**src/rtl/io_ctrl_map.vh**
```
`ifndef IO_CTRL_MAP_VH
`define IO_CTRL_MAP_VH

// register select codes on the load/store port
`define CFG_SEL 2'h0
`define PERS_SEL 2'h1
`define SNAP_SEL 2'h2

// configuration register fields, vector bit = 31 - printed bit
`define CFG_ME_BIT 31
`define CFG_WIDE_BIT 7
`define CFG_TMAX_HI 6
`define CFG_TMAX_LO 4
`define CFG_DMA_HI 3
`define CFG_DMA_LO 0

// snapshot register fields
`define SNAP_ARB_HI 3
`define SNAP_ARB_LO 0
`define SNAP_BURST_BIT 4
`define SNAP_RDY_BIT 5
`define SNAP_SDR0_BIT 6
`define SNAP_SDR1_BIT 7
`define SNAP_W 8

// reset values
`define ME_RST 1'h0
`define PERS_RST 32'h0000_0000
`define SNAP_RST 8'h00

// arbitration levels and channel limits
`define ARB_LEVELS 15
`define ARB_IDLE 4'hF
`define DMA_MIN 4'h2
`define DMA_MAX 4'hF

`endif

```
**src/rtl/io_ctrl_config_status_regs.v**
```verilog
// Summary of operation
// - hardware only clears master enable, at reset and on bus timeout
// - wide entry mode bit is one at reset when wide capable
// - clearing wide mode selects narrow entries; address register stays two words
// - narrow-only build ignores stores to the wide mode bit
// - bits 25-27 report maximum table size, read-only
// - bits 28-31 report slave channel count, read-only
// - exactly fifteen arbitration levels regardless of channel count
// - at least two slave channels are provided
// - configuration resets to zero apart from wide bit, table size and channel count
// - personalization unimplemented bits ignore stores and read zero
// - snapshot latches arbitration, burst, ready and status lines on timeout
// - arbitration line 0 is snapshot lsb, line 3 the arbitration field msb
// - after i/o cycle timeout, later errors not trapped until clear
// - snapshot ignores stores, reads valid when error flag set, upper zero
`timescale 1ns/1ps
`default_nettype none
`include "io_ctrl_map.vh"
module io_ctrl_config_status_regs #(
  parameter WIDE_CAPABLE = 1,
  parameter [2:0] TABLE_MAX = 3'h7,
  parameter [3:0] DMA_CHANNELS = 4'h8,
  parameter [31:0] PERS_MASK = 32'h0000_00FF
) (
  input wire ref_clk_i,
  input wire rst_i,
  input wire [1:0] reg_sel_i,
  input wire load_i,
  input wire store_i,
  input wire [31:0] wdata_i,
  output reg [31:0] rdata_o,
  output reg rvalid_o,
  input wire bus_timeout_i,
  input wire io_cycle_i,
  input wire err_clear_i,
  input wire [3:0] arb_pin_i,
  input wire burst_pin_i,
  input wire card_channel_ready_pin_i,
  input wire sdr0_pin_i,
  input wire sdr1_pin_i,
  input wire ext_irq_i,
  input wire arb_req_i,
  input wire [3:0] arb_level_i,
  output reg master_enable_o,
  output reg wide_entry_mode_o,
  output reg addr_two_words_o,
  output reg irq_to_system_o,
  output reg arb_start_o,
  output reg [3:0] arb_level_o,
  output reg err_flag_o,
  output reg [3:0] dma_channels_o,
  output reg [31:0] pers_o
);

  // channel count held between the floor and the field maximum
  localparam [3:0] DMA_EFF =
    (DMA_CHANNELS < `DMA_MIN) ? `DMA_MIN : DMA_CHANNELS;
  localparam [31:0] ARB_TOP_W = `ARB_LEVELS - 1;
  localparam [3:0] ARB_TOP = ARB_TOP_W[3:0];
  localparam [31:0] PERS_RST_W = `PERS_RST;
  localparam WIDE_ON = (WIDE_CAPABLE != 0);

  // configuration state
  reg master_enable;
  reg wide_mode;
  wire [31:0] pers;
  reg [31:0] next_rdata;

  // synchronised bus lines and snapshot results
  wire [`SNAP_W-1:0] bus_lines;
  wire [`SNAP_W-1:0] snap;
  wire err_flag;
  wire locked;
  wire [`SNAP_W-1:0] raw_lines;

  // store strobes per register
  wire cfg_store;
  wire pers_store;
  wire level_ok;
  wire sel_cfg;
  wire sel_pers;

  // read words assembled field by field
  wire [31:0] cfg_word;
  wire [31:0] pers_word;
  wire [31:0] snap_word;

  // pack raw pins; arbitration line 0 lands at the lsb
  assign raw_lines[`SNAP_ARB_HI:`SNAP_ARB_LO] = arb_pin_i;
  assign raw_lines[`SNAP_BURST_BIT] = burst_pin_i;
  assign raw_lines[`SNAP_RDY_BIT] = card_channel_ready_pin_i;
  assign raw_lines[`SNAP_SDR0_BIT] = sdr0_pin_i;
  assign raw_lines[`SNAP_SDR1_BIT] = sdr1_pin_i;

  // bus lines come from another domain
  pin_sync3 #(
    .W(`SNAP_W)
  ) u_sync (
    .ref_clk_i(ref_clk_i),
    .rst_i(rst_i),
    .pin_i(raw_lines),
    .level_o(bus_lines)
  );

  // error capture, held from an i/o cycle timeout until clear, and error flag
  fault_snapshot u_snap (
    .ref_clk_i(ref_clk_i),
    .rst_i(rst_i),
    .timeout_i(bus_timeout_i),
    .io_cycle_i(io_cycle_i),
    .err_clear_i(err_clear_i),
    .lines_i(bus_lines),
    .snap_o(snap),
    .err_flag_o(err_flag),
    .locked_o(locked)
  );

  // decode stores; snapshot has no store path
  assign sel_cfg = (reg_sel_i == `CFG_SEL);
  assign sel_pers = (reg_sel_i == `PERS_SEL);
  assign cfg_store = store_i && sel_cfg;
  assign pers_store = store_i && sel_pers;

  // only levels 0 to 14 are device levels
  assign level_ok = (arb_level_i <= ARB_TOP);

  // configuration word; reserved bits tie to zero
  assign cfg_word[`CFG_ME_BIT] = master_enable;
  assign cfg_word[`CFG_ME_BIT-1:`CFG_WIDE_BIT+1] = 23'h00_0000;
  assign cfg_word[`CFG_WIDE_BIT] = wide_mode;
  assign cfg_word[`CFG_TMAX_HI:`CFG_TMAX_LO] = TABLE_MAX;
  assign cfg_word[`CFG_DMA_HI:`CFG_DMA_LO] = DMA_EFF;

  // personalization word; unimplemented bits read zero
  assign pers_word = pers & PERS_MASK;

  // snapshot word; the capture shows only while the error stands
  assign snap_word[31:`SNAP_W] = 24'h00_0000;
  assign snap_word[`SNAP_W-1:0] = err_flag ? snap : `SNAP_RST;

  // master enable: timeout clear beats a store in the same cycle
  always @(posedge ref_clk_i) begin
    if (rst_i) begin
      master_enable <= `ME_RST;
    end else if (bus_timeout_i) begin
      master_enable <= 1'b0;
    end else if (cfg_store) begin
      master_enable <= wdata_i[`CFG_ME_BIT];
    end
  end

  // wide entry mode: set at reset when capable, writable only then
  always @(posedge ref_clk_i) begin
    if (rst_i) begin
      wide_mode <= WIDE_ON;
    end else if (cfg_store && WIDE_ON) begin
      wide_mode <= wdata_i[`CFG_WIDE_BIT];
    end else begin
      wide_mode <= wide_mode & WIDE_ON;
    end
  end

  // personalization: only implemented positions get a flop
  genvar g;
  generate
    for (g = 0; g < 32; g = g + 1) begin : pers_bit
      if (PERS_MASK[g]) begin : impl
        reg bit_q;
        always @(posedge ref_clk_i) begin
          if (rst_i) begin
            bit_q <= PERS_RST_W[g];
          end else if (pers_store) begin
            bit_q <= wdata_i[g];
          end
        end
        assign pers[g] = bit_q;
      end else begin : unimpl
        assign pers[g] = 1'b0;
      end
    end
  endgenerate

  // load data mux; the unmapped select reads zero
  always @* begin
    next_rdata = 32'h0000_0000;
    case (reg_sel_i)
      `CFG_SEL: begin
        next_rdata = cfg_word;
      end
      `PERS_SEL: begin
        next_rdata = pers_word;
      end
      `SNAP_SEL: begin
        next_rdata = snap_word;
      end
      default: begin
        next_rdata = 32'h0000_0000;
      end
    endcase
  end

  // load valid pulses the edge after the strobe
  always @(posedge ref_clk_i) begin
    if (rst_i) begin
      rvalid_o <= 1'b0;
    end else begin
      rvalid_o <= load_i;
    end
  end

  // load data holds until the next load
  always @(posedge ref_clk_i) begin
    if (rst_i) begin
      rdata_o <= 32'h0000_0000;
    end else if (load_i) begin
      rdata_o <= next_rdata;
    end
  end

  // interrupts pass only while enabled and with no timeout this cycle
  always @(posedge ref_clk_i) begin
    if (rst_i) begin
      irq_to_system_o <= 1'b0;
    end else begin
      irq_to_system_o <= ext_irq_i && master_enable && !bus_timeout_i;
    end
  end

  // arbitration starts only on a device level while enabled
  always @(posedge ref_clk_i) begin
    if (rst_i) begin
      arb_start_o <= 1'b0;
    end else begin
      arb_start_o <= arb_req_i && level_ok && master_enable && !bus_timeout_i;
    end
  end

  // last accepted device level
  always @(posedge ref_clk_i) begin
    if (rst_i) begin
      arb_level_o <= 4'h0;
    end else if (arb_req_i && level_ok) begin
      arb_level_o <= arb_level_i;
    end
  end

  // enable as seen outside; a timeout this cycle already reads low
  always @(posedge ref_clk_i) begin
    if (rst_i) begin
      master_enable_o <= `ME_RST;
    end else begin
      master_enable_o <= master_enable && !bus_timeout_i;
    end
  end

  // entry size in use
  always @(posedge ref_clk_i) begin
    if (rst_i) begin
      wide_entry_mode_o <= 1'b0;
    end else begin
      wide_entry_mode_o <= wide_mode;
    end
  end

  // address register stays two words whenever the build is wide capable
  always @(posedge ref_clk_i) begin
    if (rst_i) begin
      addr_two_words_o <= 1'b0;
    end else begin
      addr_two_words_o <= WIDE_ON;
    end
  end

  // flag shows its next value, so a set and a clear both appear at once
  always @(posedge ref_clk_i) begin
    if (rst_i) begin
      err_flag_o <= 1'b0;
    end else begin
      err_flag_o <= bus_timeout_i || (err_flag && !err_clear_i);
    end
  end

  // fixed channel count
  always @(posedge ref_clk_i) begin
    if (rst_i) begin
      dma_channels_o <= 4'h0;
    end else begin
      dma_channels_o <= DMA_EFF;
    end
  end

  // personalization copy
  always @(posedge ref_clk_i) begin
    if (rst_i) begin
      pers_o <= 32'h0000_0000;
    end else begin
      pers_o <= pers;
    end
  end

endmodule
`default_nettype wire

```
**src/rtl/pin_sync3.v**
```verilog
`timescale 1ns/1ps
`default_nettype none
module pin_sync3 #(
  parameter W = 8
) (
  input wire ref_clk_i,
  input wire rst_i,
  input wire [W-1:0] pin_i,
  output reg [W-1:0] level_o
);
  reg [W-1:0] s1;
  reg [W-1:0] s2;
  reg [W-1:0] s3;
  genvar g;
  // three-flop chain plus an output flop per line; a change counts once the last two chain flops agree
  generate
    for (g = 0; g < W; g = g + 1) begin : bit_sync
      always @(posedge ref_clk_i) begin
        if (rst_i) begin
          s1[g] <= 1'b0;
          s2[g] <= 1'b0;
          s3[g] <= 1'b0;
          level_o[g] <= 1'b0;
        end else begin
          s1[g] <= pin_i[g];
          s2[g] <= s1[g];
          s3[g] <= s2[g];
          if (s2[g] == s3[g]) begin
            level_o[g] <= s3[g];
          end
        end
      end
    end
  endgenerate
endmodule
`default_nettype wire

```
**src/rtl/fault_snapshot.v**
```verilog
`timescale 1ns/1ps
`default_nettype none
`include "io_ctrl_map.vh"
module fault_snapshot (
  input wire ref_clk_i,
  input wire rst_i,
  input wire timeout_i,
  input wire io_cycle_i,
  input wire err_clear_i,
  input wire [`SNAP_W-1:0] lines_i,
  output reg [`SNAP_W-1:0] snap_o,
  output reg err_flag_o,
  output reg locked_o
);
  // capture while unlocked; an i/o cycle timeout locks until clear
  always @(posedge ref_clk_i) begin
    if (rst_i) begin
      snap_o <= `SNAP_RST;
      err_flag_o <= 1'b0;
      locked_o <= 1'b0;
    end else begin
      if (timeout_i && !locked_o) begin
        snap_o <= lines_i;
      end
      // set wins over a clear in the same cycle
      if (timeout_i) begin
        err_flag_o <= 1'b1;
      end else if (err_clear_i) begin
        err_flag_o <= 1'b0;
      end
      if (timeout_i && io_cycle_i) begin
        locked_o <= 1'b1;
      end else if (err_clear_i) begin
        locked_o <= 1'b0;
      end
    end
  end
endmodule
`default_nettype wire

```
**config.mk**
```make
export PLATFORM = sky130hd
export DESIGN_NAME = io_ctrl_config_status_regs
export DESIGN_NICKNAME = d
export VERILOG_FILES = /design/src/rtl/io_ctrl_config_status_regs.v /design/src/rtl/pin_sync3.v /design/src/rtl/fault_snapshot.v
export VERILOG_INCLUDE_DIRS = /design/src /design/src/rtl
export SDC_FILE = /design/constraint.sdc
export NUM_CORES = 1
export LEC_CHECK = 0
export BUFFER_PORTS_ARGS = -buffer_cell sky130_fd_sc_hd__buf_2
export CAP_MARGIN = 40
export CORE_UTILIZATION = 47
export CTS_CLUSTER_DIAMETER = 50
export DETAILED_ROUTE_END_ITERATION = 16
export GPL_TIMING_DRIVEN = 0
export PLACE_DENSITY = 0.79
export SLEW_MARGIN = 30
export SYNTH_ARGS = -nofsm -noshare
export SYNTH_HDL_FRONTEND = slang
export SYNTH_SLANG_ARGS = --single-unit
```
**constraint.sdc**
```tcl
create_clock -name ref_clk_i -period 1.05 [get_ports ref_clk_i]
set_input_delay 0.105 -clock ref_clk_i [delete_from_list [all_inputs] [get_ports ref_clk_i]]
set_output_delay 0.105 -clock ref_clk_i [all_outputs]
set_load 0.02 [all_outputs]
```
== Yosys cells after proc, flatten, opt, wreduce, memory -nomap -nowiden ==
Index checks and enable logic that the tools add are counted.

* Register bits after elaboration: 131
* Input port bits: 55
* Output and inout bits: 79

* Magnitude comparators: 1
* Equal/unequal tests: 10
* Mux-type cells: 7
* Reduce and logical (&&, ||, !) cells: 19

{| class="wikitable"
|+ Operators by type and width
! cell !! number
|-
| 32-bit case mux with 3 select lines || 1
|-
| 1-bit logical AND || 11
|-
| 1-bit equality test || 8
|-
| 8-bit two-way mux || 1
|-
| 4-bit less-or-equal comparator (second input constant) || 1
|-
| 1-bit two-way mux || 4
|-
| 4-bit two-way mux || 1
|-
| 2-bit nonzero test || 2
|-
| 1-bit zero test || 3
|-
| 2-bit by 1-bit equality test with 1-bit output (second input constant) || 1
|-
| 2-bit equality test (second input constant) || 1
|-
| 2-bit zero test || 1
|-
| 2-bit OR reduction || 1
|-
| 1-bit logical OR || 1
|}

== Logic depth before layout (Yosys ltp) ==
Gate-level depths: netlist of run 1.

* Word-level depth: 4
* Mapped depth: 5
* Mapped depth without buffers: 3

== Hierarchy ==
From an unflattened synthesis of run 1, not the netlist that was laid out.

* Cell total of the unflattened synthesis: 327
* Area, all modules: 3198.1 µm²

{| class="wikitable"
|+ By module, submodules not included
! module !! instances !! cells each !! area an instance (µm²)
|-
| io_ctrl_config_status_regs || 1 || 201 || 1806.7
|-
| pin_sync3 || 1 || 83 || 923.4
|-
| fault_snapshot || 1 || 43 || 467.9
|}

== Least setup slack after synthesis of run 1 ==
OpenSTA, ideal clock, no wires.

* Kind: register -> register
* Start point: register u_snap.locked_o
* End point: register u_snap.snap_o[2]
* Arrival time: 0.814 ns
* Data required time: 0.980 ns
* Slack: 0.166 ns
* Stages on the path, launching flop included: 5
* Buffers on the path: 1
* Cells stage by stage: dfxtp_1 nand2b_1 clkbuf_1 nand2_1 a21oi_1

* Longest elaborated chain between the ends: 2

{| class="wikitable"
|+ Ends and longest elaborated chain
! item !! line !! RTL
|-
| start, declared || fault_snapshot.v:13 || <nowiki>output reg locked_o</nowiki>
|-
| start signal, assigned || fault_snapshot.v:20 || <nowiki>locked_o <= 1'b0;</nowiki>
|-
| start signal, assigned || fault_snapshot.v:32 || <nowiki>locked_o <= 1'b1;</nowiki>
|-
| start signal, assigned || fault_snapshot.v:34 || <nowiki>locked_o <= 1'b0;</nowiki>
|-
| 1-bit zero test || fault_snapshot.v:22 || <nowiki>if (timeout_i && !locked_o) begin</nowiki>
|-
| 1-bit logical AND || fault_snapshot.v:22 ||
|-
| end signal, assigned || fault_snapshot.v:18 || <nowiki>snap_o <= `SNAP_RST;</nowiki>
|-
| end signal, assigned || fault_snapshot.v:23 || <nowiki>snap_o <= lines_i;</nowiki>
|-
| end, declared || fault_snapshot.v:11 || <nowiki>output reg [`SNAP_W-1:0] snap_o,</nowiki>
|}

No other way between the ends.
A chain may end at the register's enable or synchronous reset.

== Worst setup path after layout of run 1 ==
* Start point: register dma_channels_o[3]
* End point: output dma_channels_o[3]

{| class="wikitable"
|+ RTL lines
! item !! line !! RTL
|-
| start, declared || io_ctrl_config_status_regs.v:51 || <nowiki>output reg [3:0] dma_channels_o,</nowiki>
|-
| start signal, assigned || io_ctrl_config_status_regs.v:286 || <nowiki>dma_channels_o <= 4'h0;</nowiki>
|-
| start signal, assigned || io_ctrl_config_status_regs.v:288 || <nowiki>dma_channels_o <= DMA_EFF;</nowiki>
|}

No word-level cell between the ends.

==> run_results.csv, run 1 <==
group,metric,value,unit
power_and_ir_drop,vdd_ir_drop_max,1.05,mV
critical_path,path_max_fanout,2,
route,routed_wl,5.45,mm
synthesis,yosys-top-cells-area,"dfxtp_1 (52%), buf_4 (13%), nor2b_1 (7.9%)",
flow_run,maxCapViolations,0,
timing,holdWs,25.1,ps
critical_path,r2r_slack,40,ps
floorplanning,coreArea,6350,µm²
timing,finalHoldViolCount,0,
place,dp_cells,503,
floorplanning,die-area,6870,µm²
timing,worstMarginPinSlew,590,ps
power_and_ir_drop,p_per_area,1550,nW/µm²
timing,report.final.slew_viol_count,0,
power_and_ir_drop,power,6.26,mW
critical_path,cp_num_buf_inv,2,
synthesis,syn_area,3080,µm²
clocking,clockBufferDepth,2,
global_route,grt_max_degree,13,
global_route,grt.total_usage,0.156,
place,placement.cell_area,3640,µm²
synthesis,ys_warn_count,0,
floorplanning,die_width,82.9,µm
synthesis,postSynthCellCount,320,
timing,maxSlewHeadroom,0.607,
power_and_ir_drop,p_leak,1.92,nW
place,dpl_worst_slack,-78.2,ps
critical_path,slowest_delay,320,ps
critical_path,cp_cell_sequence,"buf_4, buf_6",
critical_path,critPathRequiredTime,940,ps
clocking,clk_latency,340,ps
critical_path,setup.worst_path.class,"reg -> out",
final_layout,nets,509,
run_status,status,"complete, no violations",
route,drcViolationCount,0,
critical_path,cp.arrival,910,ps
clocking,post_cts_buffers,0,
clocking,cts_inserted_buffers,9,
final_layout,fillers,530,
global_route,grt_pass1_wl,8.64,mm
clocking,cts_tree,"yes",
place,place.gp.congestion,0.744,
critical_path,crit_path_end_kind,"output pin",
route,firstDrtPassIters,4,
clocking,h-tree-depth,3,
timing,fin_crit,1010,ps
final_layout,fin_area,4030,µm²
final_layout,area_delta_synth_final,31.1,%
synthesis,yosysTopAreaCell,"dfxtp_1",
route,viasPerCell,4.34,
synthesis,synth-seq-area-share,0.521,
floorplanning,die_y,82.9,µm
critical_path,slowest_stage,"dfxtp_2",
synthesis,synth_seq_cells,80,
clocking,cts-root-buf,"clkbuf_8",
clocking,cts_sinks,80,
hold_path,hold_path_class,"in -> reg",
timing,worst_slack,39.0,ps
clocking,path_clk_slew,70,ps
critical_path,cp-start-kind,"register",
route,drt_iter0_markers,58,
place,post-dp-hpwl,3.91,mm
critical_path,path_delay_family,"flip-flops",
final_layout,insertedDiodeCount,0,
final_layout,layout-drive-gt1-share,0.310,
floorplanning,row_count,29,
final_layout,regArea,1600,µm²
global_route,grt-ovfl-total,0,
floorplanning,io_pins,134,
global_route,grt_pass1_vias,1983,
timing,setup_viol,0,
route,wl_per_cell,10.2,µm
synthesis,syn_avg_cell_area,9.61,µm²
place,portBuffers,57,
floorplanning,initial_core_util,0.485,
route,ant_nets,0,
route,vias,2323,
timing,grt_setup_unrepaired,"no",
final_layout,multi_input_area,1160,µm²
final_layout,instances_no_fill,535,
timing,max_clock_freq,989,MHz
timing,finalClockSkew,5.31,ps
synthesis,yosysTopAreaCellShare,0.521,
global_route,antenna_found_initial,0,
synthesis,synth.distinct_cells,29,
timing,period_share,0.963,
cells in the mapped netlist:
cell,n
nor3b_2,2
buf_1,3
o221a_2,4
o211a_1,1
nor2b_1,39
nand2_1,29
nor3_2,1
dfxtp_1,80
clkbuf_1,4
nand3b_1,4
nor3_1,4
and2_1,1
buf_4,53
buf_6,2
a311oi_1,3
conb_1,1
a21oi_1,26
a22oi_1,1
and3_1,1
nor2_1,15
inv_1,6
nand4b_1,4
buf_2,6
o211ai_1,1
nand2b_1,2
nand4_1,1
nand3_1,3
o21ai_0,12
mux2i_1,11
repair_timing:
action / 4_1_cts / 5_1_grt
endpoints found under the setup margin: 0 / 9
hold endpoints to repair: 18 / 0
gates resized for setup: 0 / 4
hold buffers: 18 / 0
cell type report:
type	count	area share
Buffer	67	0.117
Tap cell	77	0.0239
Multi-Input combinational cell	215	0.288
Timing Repair Buffer	75	0.117
Sequential cell	80	0.397
Clock buffer	12	0.0409
Clock inverter	3	0.00993
Inverter	6	0.00558
worst reg2reg max path, delay by kind of cell, from the launching register on:
kind	cells	cell delay, ps
buffers and inverters	1	180
AO/OA/AOI/OAI	2	400
AND/OR/NAND/NOR	1	80
flip-flops	1	300
routing by layer:
layer,vias to the layer above,GRT usage,part of all wire
met4,0,0.0502,0.012
met3,8,0.0656,0.061
li1,1214,-,-
met2,68,0.270,0.49
met1,1033,0.174,0.44
met5,-,0,0
state kept, by name, summed over array words and instances (netlist names), 4 cells and up:
register,cells
rdata_o,9
pers_bit.impl.bit_q,8
pers_o,8
u_snap.snap_o,8
u_sync.level_o,8
u_sync.s1,8
u_sync.s2,8
u_sync.s3,8
arb_level_o,4
cells by family (layout without fill, tap and decap cells):
kind of cell    after synthesis  after routing  share of synthesized area
simple gates                106            106                      0.187
flops                        80             80                      0.521
buf+inv                      74            163                      0.162
compound gates               48             48                     0.0931
mux                          11             11                     0.0358
other cells                   1             50                    0.00122
power by group:
part,internal (mW),switching [mW]
Clock,1.27,1.00
Combinational,0.356,0.445
Sequential,3.13,0.0434
placed cells by master (no fill, tap or decap), types with 11 or more instances in the layout:
cell / instances
nor2_1: 15
nor2b_1: 39
clkbuf_8: 12
nand2_1: 29
mux2i_1: 11
o21ai_0: 12
dlygate4sd3_1: 18
buf_2: 62
a21oi_1: 26
dfxtp_1: 79
buf_4: 53
conb_1: 50
stage by stage:
step	utilization	setup TNS (ps)
2_1_floorplan	-	0
3_3_place_gp	0.574	-55.5
3_5_place_dp	0.574	-343
4_1_cts	0.634	0
5_1_grt	0.635	0
6_report	0.635	0
final timing paths:
kind | start | depth (start not counted) | endpoint
setup reg to reg | u_snap.err_flag_o$_SDFFE_PP0P_ | 4 | rdata_o[3]$_SDFFE_PP0P_
hold / removal | wdata_i[0] | 3 | pers_bit[0].impl.bit_q$_SDFFE_PP0P_
hold reg to reg | u_sync.s1[0]$_SDFF_PP0_ | 1 | u_sync.s2[0]$_SDFF_PP0_
setup / recovery | dma_channels_o[3]$_DFF_P_ | 2 | dma_channels_o[3]
Power figures use the tool's default switching activity.
==> inputs of run 2 (changes only) <==
CELL_PAD_IN_SITES_DETAIL_PLACEMENT = 0   (was unset)
CELL_PAD_IN_SITES_GLOBAL_PLACEMENT = 1   (was unset)
CORE_UTILIZATION = 34   (was 47)
PLACE_DENSITY = unset   (was 0.79)
PLACE_DENSITY_LB_ADDON = 0.1   (was unset)
SLEW_MARGIN = 20   (was 30)
==> run_results.csv, run 2 (synthesized netlist as in run 1, its figures left out) <==
group,metric,value,unit
power_and_ir_drop,p_per_area,1510,nW/µm²
timing,worstMarginPinSlew,558,ps
timing,finalHoldViolCount,0,
critical_path,cp_num_buf_inv,1,
final_layout,fin_util,0.464,
floorplanning,die-area,9430,µm²
timing,setup_viol,0,
final_layout,layout-drive-gt1-share,0.309,
clocking,cts_inserted_buffers,9,
timing,maxSlewHeadroom,0.628,
critical_path,crit_path_end_kind,"output pin",
final_layout,insertedDiodeCount,0,
run_status,status,"complete, no violations",
timing,grt_setup_unrepaired,"no",
final_layout,final_cell_mix,"dfxtp_1 (79), buf_2 (61), buf_4 (52)",
place,portBuffers,57,
critical_path,path_delay_family,"flip-flops",
critical_path,cp_cell_sequence,"buf_2",
final_layout,final_common_cell,"dfxtp_1",
place,dp_cells,534,
clocking,path_clk_slew,70,ps
global_route,grt.total_usage,0.131,
floorplanning,die_width,97.1,µm
timing,fin_setup_tns,0,ps
clocking,h-tree-depth,3,
final_layout,nets,508,
clocking,cts_tree,"yes",
timing,report.final.slew_viol_count,0,
route,ant_nets,0,
critical_path,path_depth,1,
final_layout,largest_register_ffs,9,
route,drcViolationCount,0,
global_route,grt_pass1_wl,9.72,mm
hold_path,hold_path_depth,3,
place,place.gp.congestion,0.690,
global_route,grt_max_degree,13,
final_layout,area_delta_synth_final,31.5,%
route,viasPerCell,3.99,
timing,finalClockSkew,9.39,ps
timing,period_share,0.938,
hold_path,hold_path_class,"in -> reg",
route,routed_wl,5.90,mm
critical_path,setup.worst_path.class,"reg -> out",
clocking,cts-root-buf,"clkbuf_8",
critical_path,slowest_delay,360,ps
power_and_ir_drop,p_leak,1.90,nW
global_route,grt_pass1_vias,2025,
critical_path,cp-start-kind,"register",
floorplanning,die_y,97.1,µm
timing,fin_crit,985,ps
critical_path,rr_worst_depth,4,
clocking,clk_latency,350,ps
timing,max_clock_freq,1020,MHz
global_route,antenna_found_initial,0,
floorplanning,io_pins,134,
clocking,cts_sinks,80,
critical_path,critPathRequiredTime,940,ps
final_layout,instances_no_fill,564,
final_layout,fillers,871,
clocking,clockBufferDepth,2,
place,post-dp-hpwl,4.19,mm
global_route,grt-ovfl-total,0,
timing,worst_slack,65.0,ps
critical_path,cp.arrival,880,ps
final_layout,regMostFlops,"rdata_o",
route,wl_per_cell,10.5,µm
power_and_ir_drop,vdd_ir_drop_max,0.648,mV
route,firstDrtPassIters,4,
place,dpl_worst_slack,-45.7,ps
critical_path,path_max_fanout,2,
power_and_ir_drop,power,6.09,mW
route,vias,2251,
critical_path,slowest_stage,"dfxtp_1",
floorplanning,coreArea,8720,µm²
flow_run,maxCapViolations,0,
floorplanning,row_count,34,
route,drt_iter0_markers,39,
floorplanning,initial_core_util,0.353,
run 2: final cells by class:
class                           instances  area [µm²]  area share
Clock inverter                          4        47.5      0.0118
Inverter                                6        22.5     0.00557
Sequential cell                        80        1600       0.396
Multi-Input combinational cell        215        1170       0.289
Timing Repair Buffer                   75         472       0.117
Buffer                                 66         468       0.116
Tap cell                              108         135      0.0334
Clock buffer                           10         128      0.0315
run 2: path summary, 6_finish.rpt:
check	start	endpoint	slack, ps
max reg2reg	u_snap.err_flag_o$_SDFFE_PP0P_	rdata_o[4]$_SDFFE_PP0P_	60
min reg2reg	u_sync.s1[1]$_SDFF_PP0_	u_sync.s2[1]$_SDFF_PP0_	440
max	rdata_o[31]$_SDFFE_PP0P_	rdata_o[31]	60
min	wdata_i[1]	pers_bit[1].impl.bit_q$_SDFFE_PP0P_	10
run 2: stage by stage:
stage	instance area, µm²	hold WS, ps
6_report	4050	14.9
5_1_grt	4050	9.46
4_1_cts	4040	1.20
3_5_place_dp	3680	315
3_3_place_gp	3680	308
2_1_floorplan	3260	175
run 2: report_power, final:
group / switching [mW] / internal, mW / leakage (nW)
combinational: 0.446 / 0.356 / 1.15
clock: 1.05 / 1.07 / 0.0880
sequential: 0.0446 / 3.13 / 0.654
run 2: what timing repair did:
action | 4_1_cts | 5_1_grt
gates resized for setup | 3 | 4
pin swaps | 0 | 0
gates cloned | 0 | 0
endpoints found under the setup margin | 1 | 15
hold buffers | 18 | 0
buffers inserted | 0 | 0
endpoints found under the hold margin | 18 | 0
run 2: routing by layer:
layer / wire length, µm / track usage / part of all wire
met1: 2850 / 0.165 / 0.48
met2: 2600 / 0.201 / 0.44
met3: 331 / 0.0446 / 0.056
met4: 112 / 0.0620 / 0.019
met5: 0 / 0 / 0
